==> src/verilog/dmaal_pkg.sv <==
// Constants and types for the channel register alias decoder
//
// Summary of operation
// - Set one: control 0x010, source 0x014, dest 0x018, count 0x01C; 0x40 per channel.
// - Set one count word triggers: stores count, nonzero write reloads and starts channel.
// - Set two: control 0x020, count 0x024, source 0x028, dest 0x02C trigger.
// - Set three: control 0x030, dest 0x034, count 0x038, source 0x03C trigger.
// - Trigger is the last word (0xC) of each set; nonzero write starts channel.
// - Alias words are 32-bit views of primary storage, no own reset value.
// - Set one source alias at 0x014 plus 0x40 per channel, up to 0x2D4.
// - Quiet mode: zero write to a trigger raises the channel interrupt instead.
// - Triggers start the channel only while enable is set; clearing enable pauses.
package dmaal_pkg;
	localparam int DMAAL_AW = 10;
	localparam int DMAAL_CHANNELS = 12;
	localparam logic [6:0] DMAAL_STRIDE = 7'h40;
	localparam logic [3:0] DMAAL_TRIG_WORD = 4'hC;
	localparam logic [5:0] DMAAL_OFF_CTRL = 6'h00;
	localparam logic [5:0] DMAAL_OFF_SRC = 6'h04;
	localparam logic [5:0] DMAAL_OFF_DST = 6'h08;
	localparam logic [5:0] DMAAL_OFF_CNT = 6'h0C;
	localparam logic [5:0] DMAAL_ALIAS_SET_ONE_CTRL = 6'h10;
	localparam logic [5:0] DMAAL_ALIAS_SET_ONE_SRC = 6'h14;
	localparam logic [5:0] DMAAL_ALIAS_SET_ONE_DST = 6'h18;
	localparam logic [5:0] DMAAL_ALIAS_SET_ONE_CNT = 6'h1C;
	localparam logic [5:0] DMAAL_ALIAS_SET_TWO_CTRL = 6'h20;
	localparam logic [5:0] DMAAL_ALIAS_SET_TWO_CNT = 6'h24;
	localparam logic [5:0] DMAAL_ALIAS_SET_TWO_SRC = 6'h28;
	localparam logic [5:0] DMAAL_ALIAS_SET_TWO_DST = 6'h2C;
	localparam logic [5:0] DMAAL_ALIAS_SET_THREE_CTRL = 6'h30;
	localparam logic [5:0] DMAAL_ALIAS_SET_THREE_DST = 6'h34;
	localparam logic [5:0] DMAAL_ALIAS_SET_THREE_CNT = 6'h38;
	localparam logic [5:0] DMAAL_ALIAS_SET_THREE_SRC = 6'h3C;
	localparam logic [9:0] DMAAL_IRQ_STATUS = 10'h300;
	localparam logic [9:0] DMAAL_IRQ_MASK = 10'h304;
	localparam logic [9:0] DMAAL_BUSY_STATUS = 10'h308;
	localparam int DMAAL_EN_BIT = 0;
	localparam int DMAAL_QUIET_BIT = 21;
	localparam int DMAAL_BUSY_BIT = 24;
	localparam logic [31:0] DMAAL_CTRL_RESET = 32'h0000_0000;
	localparam logic [31:0] DMAAL_PTR_RESET = 32'h0000_0000;
	localparam int DMAAL_CHAIN_LSB = 11;

	typedef enum logic [1:0] {
		DMAAL_FIELD_CTRL = 2'h0,
		DMAAL_FIELD_SRC = 2'h1,
		DMAAL_FIELD_DST = 2'h2,
		DMAAL_FIELD_CNT = 2'h3
	} dmaal_field_type;

	typedef enum logic [1:0] {
		DMAAL_ST_IDLE = 2'b00,
		DMAAL_ST_RUN = 2'b01,
		DMAAL_ST_PAUSE = 2'b11
	} dmaal_state_type;
endpackage : dmaal_pkg

==> src/verilog/dmaal_decode.sv <==
// Word decoder: maps a block offset to register field and trigger flag
`timescale 1ns/1ps
module dmaal_decode
	import dmaal_pkg::*;
(
	input wire logic [5:0] offset,
	output dmaal_field_type field,
	output logic is_trigger,
	output logic is_alias
);
	logic [5:0] word_off;

	// Byte lanes within a word carry no meaning here
	assign word_off = {offset[5:2], 2'b00};

	always_comb begin
		field = DMAAL_FIELD_CTRL;
		if (word_off == DMAAL_ALIAS_SET_ONE_SRC || word_off == DMAAL_OFF_SRC) begin
			field = DMAAL_FIELD_SRC;
		end else if (word_off == DMAAL_ALIAS_SET_ONE_DST || word_off == DMAAL_OFF_DST) begin
			field = DMAAL_FIELD_DST;
		end else if (word_off == DMAAL_ALIAS_SET_ONE_CNT || word_off == DMAAL_OFF_CNT) begin
			field = DMAAL_FIELD_CNT;
		end else if (word_off == DMAAL_ALIAS_SET_TWO_CNT) begin
			field = DMAAL_FIELD_CNT;
		end else if (word_off == DMAAL_ALIAS_SET_TWO_SRC) begin
			field = DMAAL_FIELD_SRC;
		end else if (word_off == DMAAL_ALIAS_SET_TWO_DST) begin
			field = DMAAL_FIELD_DST;
		end else if (word_off == DMAAL_ALIAS_SET_THREE_DST) begin
			field = DMAAL_FIELD_DST;
		end else if (word_off == DMAAL_ALIAS_SET_THREE_CNT) begin
			field = DMAAL_FIELD_CNT;
		end else if (word_off == DMAAL_ALIAS_SET_THREE_SRC) begin
			field = DMAAL_FIELD_SRC;
		end
	end

	// any alias word; the trigger is the last word of an alias set
	assign is_alias = (word_off[5:4] != 2'h0);
	assign is_trigger = is_alias && (word_off[3:0] == DMAAL_TRIG_WORD);
endmodule : dmaal_decode

==> src/verilog/dmaal_channel.sv <==
// One channel's storage, trigger handling and run state
`timescale 1ns/1ps
module dmaal_channel
	import dmaal_pkg::*;
#(
	parameter logic [3:0] CHAN_ID = 4'h0
)
(
	input wire logic clk_sys,
	input wire logic resetn,
	input wire logic wr_en,
	input dmaal_field_type wr_field,
	input wire logic wr_trigger,
	input wire logic [31:0] wr_data,
	input wire logic done,
	output logic [31:0] ctrl_q,
	output logic [31:0] src_q,
	output logic [31:0] dst_q,
	output logic [31:0] cnt_q,
	output logic [31:0] counter_q,
	output logic busy,
	output logic start_pulse,
	output logic null_pulse
);
	dmaal_state_type state_q;
	logic en;
	logic quiet;
	logic trig_write;

	assign en = ctrl_q[DMAAL_EN_BIT];
	assign quiet = ctrl_q[DMAAL_QUIET_BIT];
	assign trig_write = wr_en && wr_trigger;
	// nonzero trigger starts only when enabled
	assign start_pulse = trig_write && (wr_data != 32'h0000_0000) &&
		(wr_field == DMAAL_FIELD_CTRL ? wr_data[DMAAL_EN_BIT] : en);
	assign null_pulse = trig_write && (wr_data == 32'h0000_0000) && quiet;
	assign busy = (state_q != DMAAL_ST_IDLE);

	// shared storage, plain writes never start
	always_ff @(posedge clk_sys or negedge resetn) begin
		if (!resetn) begin
			ctrl_q <= DMAAL_CTRL_RESET | (32'(CHAN_ID) << DMAAL_CHAIN_LSB);
			src_q <= DMAAL_PTR_RESET;
			dst_q <= DMAAL_PTR_RESET;
			cnt_q <= DMAAL_PTR_RESET;
		end else if (wr_en) begin
			case (wr_field)
				DMAAL_FIELD_CTRL: begin
					ctrl_q <= wr_data;
				end
				DMAAL_FIELD_SRC: begin
					src_q <= wr_data;
				end
				DMAAL_FIELD_DST: begin
					dst_q <= wr_data;
				end
				default: begin
					cnt_q <= wr_data;
				end
			endcase
		end
	end

	always_ff @(posedge clk_sys or negedge resetn) begin
		if (!resetn) begin
			counter_q <= DMAAL_PTR_RESET;
		end else if (start_pulse) begin
			counter_q <= (wr_field == DMAAL_FIELD_CNT) ? wr_data : cnt_q;
		end else if (state_q == DMAAL_ST_RUN && done && counter_q != 32'h0000_0000) begin
			counter_q <= counter_q - 32'h0000_0001;
		end
	end

	// enable low pauses a running sequence
	always_ff @(posedge clk_sys or negedge resetn) begin
		if (!resetn) begin
			state_q <= DMAAL_ST_IDLE;
		end else begin
			case (state_q)
				DMAAL_ST_IDLE: begin
					if (start_pulse) begin
						state_q <= DMAAL_ST_RUN;
					end
				end
				DMAAL_ST_RUN: begin
					// A restart in the completing cycle keeps the channel running
					if (start_pulse) begin
						state_q <= DMAAL_ST_RUN;
					end else if (done && counter_q <= 32'h0000_0001) begin
						state_q <= DMAAL_ST_IDLE;
					end else if (!en) begin
						state_q <= DMAAL_ST_PAUSE;
					end
				end
				default: begin
					if (en) begin
						state_q <= DMAAL_ST_RUN;
					end
				end
			endcase
		end
	end
endmodule : dmaal_channel

==> src/verilog/dmaal_top.sv <==
// Register block: twelve channels with primary and alias views
//
// Local design decision: strobed register access.
`timescale 1ns/1ps
module dmaal_top
	import dmaal_pkg::*;
#(
	parameter int CHANNELS = DMAAL_CHANNELS
)
(
	input wire logic clk_sys,
	input wire logic resetn,
	input wire logic [DMAAL_AW-1:0] bus_addr,
	input wire logic [31:0] bus_wdata,
	input wire logic bus_write,
	input wire logic bus_read,
	output logic [31:0] bus_rdata,
	input wire logic [CHANNELS-1:0] xfer_done,
	output logic [CHANNELS-1:0] chan_start,
	output logic [CHANNELS-1:0] chan_busy,
	output logic irq
);
	logic [5:0] offset;
	logic [3:0] chan_sel;
	dmaal_field_type field;
	logic is_trigger;
	logic in_channels;
	logic [CHANNELS-1:0] wr_sel;
	logic [CHANNELS-1:0] null_evt;
	logic [31:0] ctrl_v [CHANNELS];
	logic [31:0] src_v [CHANNELS];
	logic [31:0] dst_v [CHANNELS];
	logic [31:0] cnt_v [CHANNELS];
	logic [CHANNELS-1:0] irq_status_q;
	logic [CHANNELS-1:0] irq_mask_q;
	logic [31:0] rdata_d;
	logic [31:0] rdata_q;

	assign offset = bus_addr[5:0];
	assign chan_sel = bus_addr[9:6];
	assign in_channels = (32'(chan_sel) < CHANNELS);

	dmaal_decode u_decode (
		.offset(offset),
		.field(field),
		.is_trigger(is_trigger),
		.is_alias()
	);

	genvar g;
	generate
		for (g = 0; g < CHANNELS; g++) begin : g_chan
			assign wr_sel[g] = bus_write && in_channels && (chan_sel == 4'(g));
			dmaal_channel #(
				.CHAN_ID(4'(g))
			) u_chan (
				.clk_sys(clk_sys),
				.resetn(resetn),
				.wr_en(wr_sel[g]),
				.wr_field(field),
				.wr_trigger(is_trigger),
				.wr_data(bus_wdata),
				.done(xfer_done[g]),
				.ctrl_q(ctrl_v[g]),
				.src_q(src_v[g]),
				.dst_q(dst_v[g]),
				.cnt_q(cnt_v[g]),
				.counter_q(),
				.busy(chan_busy[g]),
				.start_pulse(chan_start[g]),
				.null_pulse(null_evt[g])
			);
		end
	endgenerate

	// sticky status, set wins over write-one clear
	always_ff @(posedge clk_sys or negedge resetn) begin
		if (!resetn) begin
			irq_status_q <= '0;
		end else if (bus_write && bus_addr == DMAAL_IRQ_STATUS) begin
			irq_status_q <= (irq_status_q & ~bus_wdata[CHANNELS-1:0]) | null_evt;
		end else begin
			irq_status_q <= irq_status_q | null_evt;
		end
	end

	always_ff @(posedge clk_sys or negedge resetn) begin
		if (!resetn) begin
			irq_mask_q <= '0;
		end else if (bus_write && bus_addr == DMAAL_IRQ_MASK) begin
			irq_mask_q <= bus_wdata[CHANNELS-1:0];
		end
	end

	assign irq = |(irq_status_q & irq_mask_q);

	always_comb begin
		rdata_d = 32'h0000_0000;
		if (in_channels) begin
			case (field)
				DMAAL_FIELD_CTRL: begin
					rdata_d = ctrl_v[chan_sel];
					rdata_d[DMAAL_BUSY_BIT] = chan_busy[chan_sel];
				end
				DMAAL_FIELD_SRC: begin
					rdata_d = src_v[chan_sel];
				end
				DMAAL_FIELD_DST: begin
					rdata_d = dst_v[chan_sel];
				end
				default: begin
					rdata_d = cnt_v[chan_sel];
				end
			endcase
		end else if (bus_addr == DMAAL_IRQ_STATUS) begin
			rdata_d[CHANNELS-1:0] = irq_status_q;
		end else if (bus_addr == DMAAL_IRQ_MASK) begin
			rdata_d[CHANNELS-1:0] = irq_mask_q;
		end else if (bus_addr == DMAAL_BUSY_STATUS) begin
			rdata_d[CHANNELS-1:0] = chan_busy;
		end
	end

	// Read data valid only in the cycle after the strobe
	always_ff @(posedge clk_sys or negedge resetn) begin
		if (!resetn) begin
			rdata_q <= 32'h0000_0000;
		end else if (bus_read) begin
			rdata_q <= rdata_d;
		end else begin
			rdata_q <= 32'h0000_0000;
		end
	end

	assign bus_rdata = rdata_q;
endmodule : dmaal_top

==> config.mk <==
export PLATFORM = sky130hd
export DESIGN_NAME = dmaal_top
export DESIGN_NICKNAME = d
export VERILOG_FILES = /design/src/verilog/dmaal_pkg.sv /design/src/verilog/dmaal_decode.sv /design/src/verilog/dmaal_channel.sv /design/src/verilog/dmaal_top.sv
export SDC_FILE = /design/constraint.sdc
export NUM_CORES = 2
export LEC_CHECK = 0
export BUFFER_PORTS_ARGS = -buffer_cell sky130_fd_sc_hd__buf_2
export CAP_MARGIN = 20
export CORE_ASPECT_RATIO = 1.1
export CORE_MARGIN = 2
export CORE_UTILIZATION = 50
export DETAILED_ROUTE_END_ITERATION = 12
export PLACE_DENSITY = 0.66
export RECOVER_POWER = 100
export SETUP_SLACK_MARGIN = 0.5
export SLEW_MARGIN = 20
export SYNTH_ARGS = -nofsm -noshare
export SYNTH_HDL_FRONTEND = slang
export SYNTH_SLANG_ARGS = --single-unit
==> constraint.sdc <==
create_clock -name clk_sys -period 5.2 [get_ports clk_sys]
set_input_delay 1.04 -clock clk_sys [delete_from_list [all_inputs] [get_ports clk_sys]]
set_output_delay 1.04 -clock clk_sys [all_outputs]
set_load 0.005 [all_outputs]
; Word level (Yosys, flattened, before mapping)
; Cells that the tools add are included.
[word_totals]
ff_bits = 2000
inputBits = 58
output_inout_bits = 57
wordCells = 568
[op_classes]
n_addsub = 12
order_cmp = 15
n_eq_ne = 66
mux = 151
n_bitwise = 7
reduce_logical = 242
[ops]
columns = op, count
row1 = two-way mux 32 bit, 45
row2 = binary-select mux 32 bit (select 4 bit), 4
row3 = nonzero test 32 bit, 13
row4 = <= comparator 32 x 1 -> 1 bit (second input constant), 12
row5 = subtractor 32 x 1 -> 32 bit (second input constant), 12
row6 = two-way mux 2 bit, 68
row7 = logical AND 1 bit, 112
row8 = case mux 32 bit (3 select lines), 1
row9 = AND reduction 2 bit, 48
row10 = two-way mux 12 bit, 5
row11 = nonzero test 2 bit, 25
row12 = inequality test 4 bit (second input constant), 12
row13 = case mux 2 bit (2 select lines), 12
row14 = == test 4 bit (second input constant), 10
row15 = AND reduction 3 bit, 12
row16 = nonzero test 3 bit, 12
row17 = zero test 32 bit, 1
row18 = == test 10 bit (second input constant), 3
row19 = == test 4 x 3 -> 1 bit (second input constant), 7
row20 = == test 2 x 1 -> 1 bit (second input constant), 13
row21 = zero test 2 bit, 13
row22 = AND 12 bit, 2
row23 = inequality test 2 x 1 -> 1 bit (second input constant), 12
row24 = bitwise OR 12 bit, 2
row25 = 16 further kinds, 37

; Depth between registers and ports, before layout
[logic_depth]
ltp_word = 15
depth_mapped = 11
mapped_depth_nobuf = 8

; Cells and area by module
; Synthesis repeated with hierarchy kept, for this count alone.
[unflattened]
hier_cells = 8058
hier_area_um2 = 103264.0
[by_module_without_submodules]
columns = module, instances, cells_each, area_each_um2, seq_area_each_um2
row1 = dmaal_channel (g_chan[3].u_chan ...), 3, 558, 7313.3, 4056.4
row2 = dmaal_top, 1, 1217, 14920.6, 1401.3
row3 = dmaal_channel (g_chan[1].u_chan ...), 2, 577, 7422.1, 4055.1
row4 = dmaal_channel (g_chan[4].u_chan ...), 2, 558, 7312.0, 4055.1
row5 = dmaal_channel (g_chan[11].u_chan), 1, 577, 7424.6, 4057.6
row6 = dmaal_channel (g_chan[10].u_chan), 1, 577, 7423.4, 4056.4
row7 = dmaal_channel (g_chan[0].u_chan), 1, 577, 7420.9, 4053.9
row8 = dmaal_channel (g_chan[7].u_chan), 1, 558, 7314.5, 4057.6
row9 = dmaal_channel (g_chan[9].u_chan), 1, 598, 7284.5, 4056.4
row10 = dmaal_decode, 1, 10, 67.6, 0.0

; Least setup slack after synthesis
; OpenSTA, ideal clock, no wires.
[synth_path]
kind = input-to-output
from = input port bus_wdata[17]
to = output port chan_start[3]
arrival_ns = 2.667
required_time_ns = 4.160
slack_ns = 1.493
path_stages = 6
n_path_buf = 2
cell_sequence = nor4_1 > nand4_1 > clkbuf_1 > o311ai_1 > inv_1 > buf_4
[synth_between]
elab_chain_cells = 3
[synth_lines]
columns = item, line
row1 = from (decl), dmaal_top.sv:14  ; input wire logic [31:0] bus_wdata,
row2 = nonzero test 32 bit, dmaal_channel.sv:34  ; assign start_pulse = trig_write && (wr_data != 32'h0000_0000) &&
row3 = logical AND 1 bit (2 in a row), dmaal_channel.sv:34
row4 = to (decl), dmaal_top.sv:19  ; output logic [CHANNELS-1:0] chan_start,
; No other way between the ends.

; Final worst setup path
[layout_path]
from = input port bus_wdata[28]
to = output port chan_start[7]
; Same word-level chain as after synthesis.

==> flow_summary.json <==
{
  "hold_path_class": "in -> async",
  "final.setup_skew_ns": 0.06840,
  "cp.required_ns": 4.16,
  "synth_seq_area_share_pct": 50.85,
  "cts_buffers": 205,
  "violations": "max-capacitance violations, max-slew violations",
  "post-cts-setup-buffers": 0,
  "cts_root_buf": "clkbuf_16",
  "vdd_drop_max_v": 0.0003510,
  "cts_tree": "built",
  "tightest_slew_ns": 3.829,
  "yosysWarnings": 0,
  "fin_crit_ns": 4.925,
  "place_inst": 10070,
  "die_x_um": 425.9,
  "grt_pass1_vias": 70450,
  "final-hold-violation-count": 0,
  "drtIter0Drc": 7517,
  "syn_to_final_growth_pct": 10.35,
  "synth_top_area_cell": "dfrtp_1",
  "viasPerCell": 6.673,
  "setup-violations-final": 0,
  "clk_latency_ns": 0.90,
  "die_h_um": 468.0,
  "tns_ns": 0,
  "final_area_mm2": 0.1080,
  "netlist_area_mm2": 0.09788,
  "antenna_found_initial": 22,
  "htreeDepth": 4,
  "p_per_area_mw_per_mm2": 424.9,
  "synth.top_cell.area_share_pct": 50.31,
  "cts_resized": 0,
  "place_congestion": 0.9826,
  "critPathKind": "in -> out",
  "first_pass_iters": 7,
  "postSynthAreaPerCell_um2": 12.55,
  "wire_per_inst_um": 32.10,
  "grt_max_degree": 187,
  "pre_cts_slack_ns": 0.7680,
  "fin_ws_ns": 0.2752,
  "buffer_ports.inserted": 114,
  "dieArea_mm2": 0.1993,
  "outcome": "finished, violations left",
  "drtAntennaViolNets": 0,
  "cts_sinks": 1988,
  "drc": 0,
  "postCtsHoldBufs": 0,
  "ios": 115,
  "grtUsageTotal_pct": 33.65,
  "synth_cells": 7801,
  "final_util_pct": 55.44,
  "core_area_mm2": 0.1948,
  "ys_async_sr_fraction_pct": 100.0,
  "clockBufferDepth": 3,
  "final_cell_mix": "1968 x dfrtp_1, 1540 x mux2_2, 451 x a21oi_1",
  "total_power_mw": 45.89,
  "drv_cap": 43,
  "layout.nets": 7780,
  "finalCritPeriodShare_pct": 94.71,
  "rsz0062_at_grt": "false",
  "fmax_mhz": 203.1,
  "syn-num-nets": 7883,
  "grt_pass1_wl_um": 490500,
  "initial_core_util_pct": 50.24,
  "synth_edf_count": 0,
  "synth_ff_type": "dfrtp_1",
  "rrSetupSlack_ns": 1.60,
  "yosysUniqueCellTypes": 95,
  "maxSlewViolCount": 2159,
  "start_kind": "input pin",
  "cp_max_fo": 11,
  "num_rows": 170,
  "worstPathArrival_ns": 3.88,
  "dpl.hpwl_um": 225500,
  "clk_pin_slew_ns": 0.06,
  "synth_area_leaders": "dfrtp_1 50%, mux2_2 18%, mux4_2 7.0%",
  "synth_seq_cells": 1988,
  "leakagePower_nw": 47.73,
  "worst_setup_path_end_kind": "output port",
  "final_layout_size_suffix_gt1_share_pct": 32.67,
  "holdWs_ns": 0.08114,
  "routed_wl_um": 335500,
  "vias": 69750,
  "dpl-instance-area_mm2": 0.1021,
  "grt.overflow.total": 0,
  "instances_no_fill": 10450,
  "final_common_cell": "dfrtp_1",
  "maxSlewHeadroom_pct": -155.3
}
[synthesized netlist by cell type, types with 45 or more instances]
library cell,count
o21ai_0,125
inv_1,63
or4_1,48
mux4_2,305
xor2_1,174
clkbuf_1,490
a21oi_1,452
buf_2,116
mux2_2,1543
nand3_1,112
nand2_1,296
a22oi_1,59
a211oi_1,411
nor3_1,142
nand4_1,45
nor2_1,275
xnor2_1,164
or3_1,48
a31oi_1,46
buf_1,88
dfrtp_1,1968
mux2i_1,165
nor4_1,114
[registers in the layout (all words and copies together) (netlist names)]
name and flops:
g_chan.u_chan.cnt_q 384, g_chan.u_chan.counter_q 384, g_chan.u_chan.dst_q 384, g_chan.u_chan.src_q 384, g_chan.u_chan.ctrl_q 372, bus_rdata 32, g_chan.u_chan.state_q 24, irq_mask_q 12
irq_status_q 12
[where the power goes]
part | switching [mW] | internal [mW]
clock network | 6.48 | 8.42
registers | 2.49 | 18.4
logic | 5.62 | 4.49
[layout make-up]
cell class | count | area [µm²]
flip-flops and latches | 1988 | 49770
repair buffers | 409 | 2721
diodes | 15 | 37.54
clock buffers | 308 | 5948
well taps | 2580 | 3228
inverters | 64 | 242.7
clock inverters | 58 | 825.8
multi-input cells | 5030 | 45230
fillers | 16330 | 86830
[path summary, 6_finish.rpt]
kind | startpoint | end | cells after the start
max | bus_wdata[28] | chan_start[7] | 10
min | resetn | g_chan[7].u_chan.counter_q[3]$_DFFE_PN0P_ | 1
max reg2reg | g_chan[0].u_chan.counter_q[3]$_DFFE_PN0P_ | g_chan[0].u_chan.counter_q[25]$_DFFE_PN0P_ | 6
min reg2reg | g_chan[0].u_chan.src_q[9]$_DFFE_PN0P_ | g_chan[0].u_chan.src_q[9]$_DFFE_PN0P_ | 2
max in group asynchronous | resetn | g_chan[3].u_chan.cnt_q[29]$_DFFE_PN0P_ | 2
min in group clk_sys | g_chan[0].u_chan.src_q[9]$_DFFE_PN0P_ | g_chan[0].u_chan.src_q[9]$_DFFE_PN0P_ | 2
[metal layers]
metal	wire (µm)	global-route usage, %
met4	24280	20.48
met3	28600	7.264
met1	130200	43.74
met2	152400	51.76
met5	57	0
[worst max-delay path: stages]
cell and delay (ns):
buf_2 0.17, nor4_1 0.60, clkbuf_1 0.39, nand4_1 0.22
clkbuf_1 0.22, buf_4 0.25, o311ai_2 0.26, clkbuf_1 0.37
inv_1 0.19, clkbuf_1 0.15
[kinds of logic after synthesis]
logic type | after synthesis | synth area share, %
compound gates | 1321 | 8.876
xor+xnor | 338 | 3.024
fa+ha+maj | 24 | 0.3068
buf+inv | 783 | 3.247
flops | 1988 | 50.85
mux | 2014 | 26.47
simple gates | 1333 | 7.227
Power figures use the tool's default switching activity.
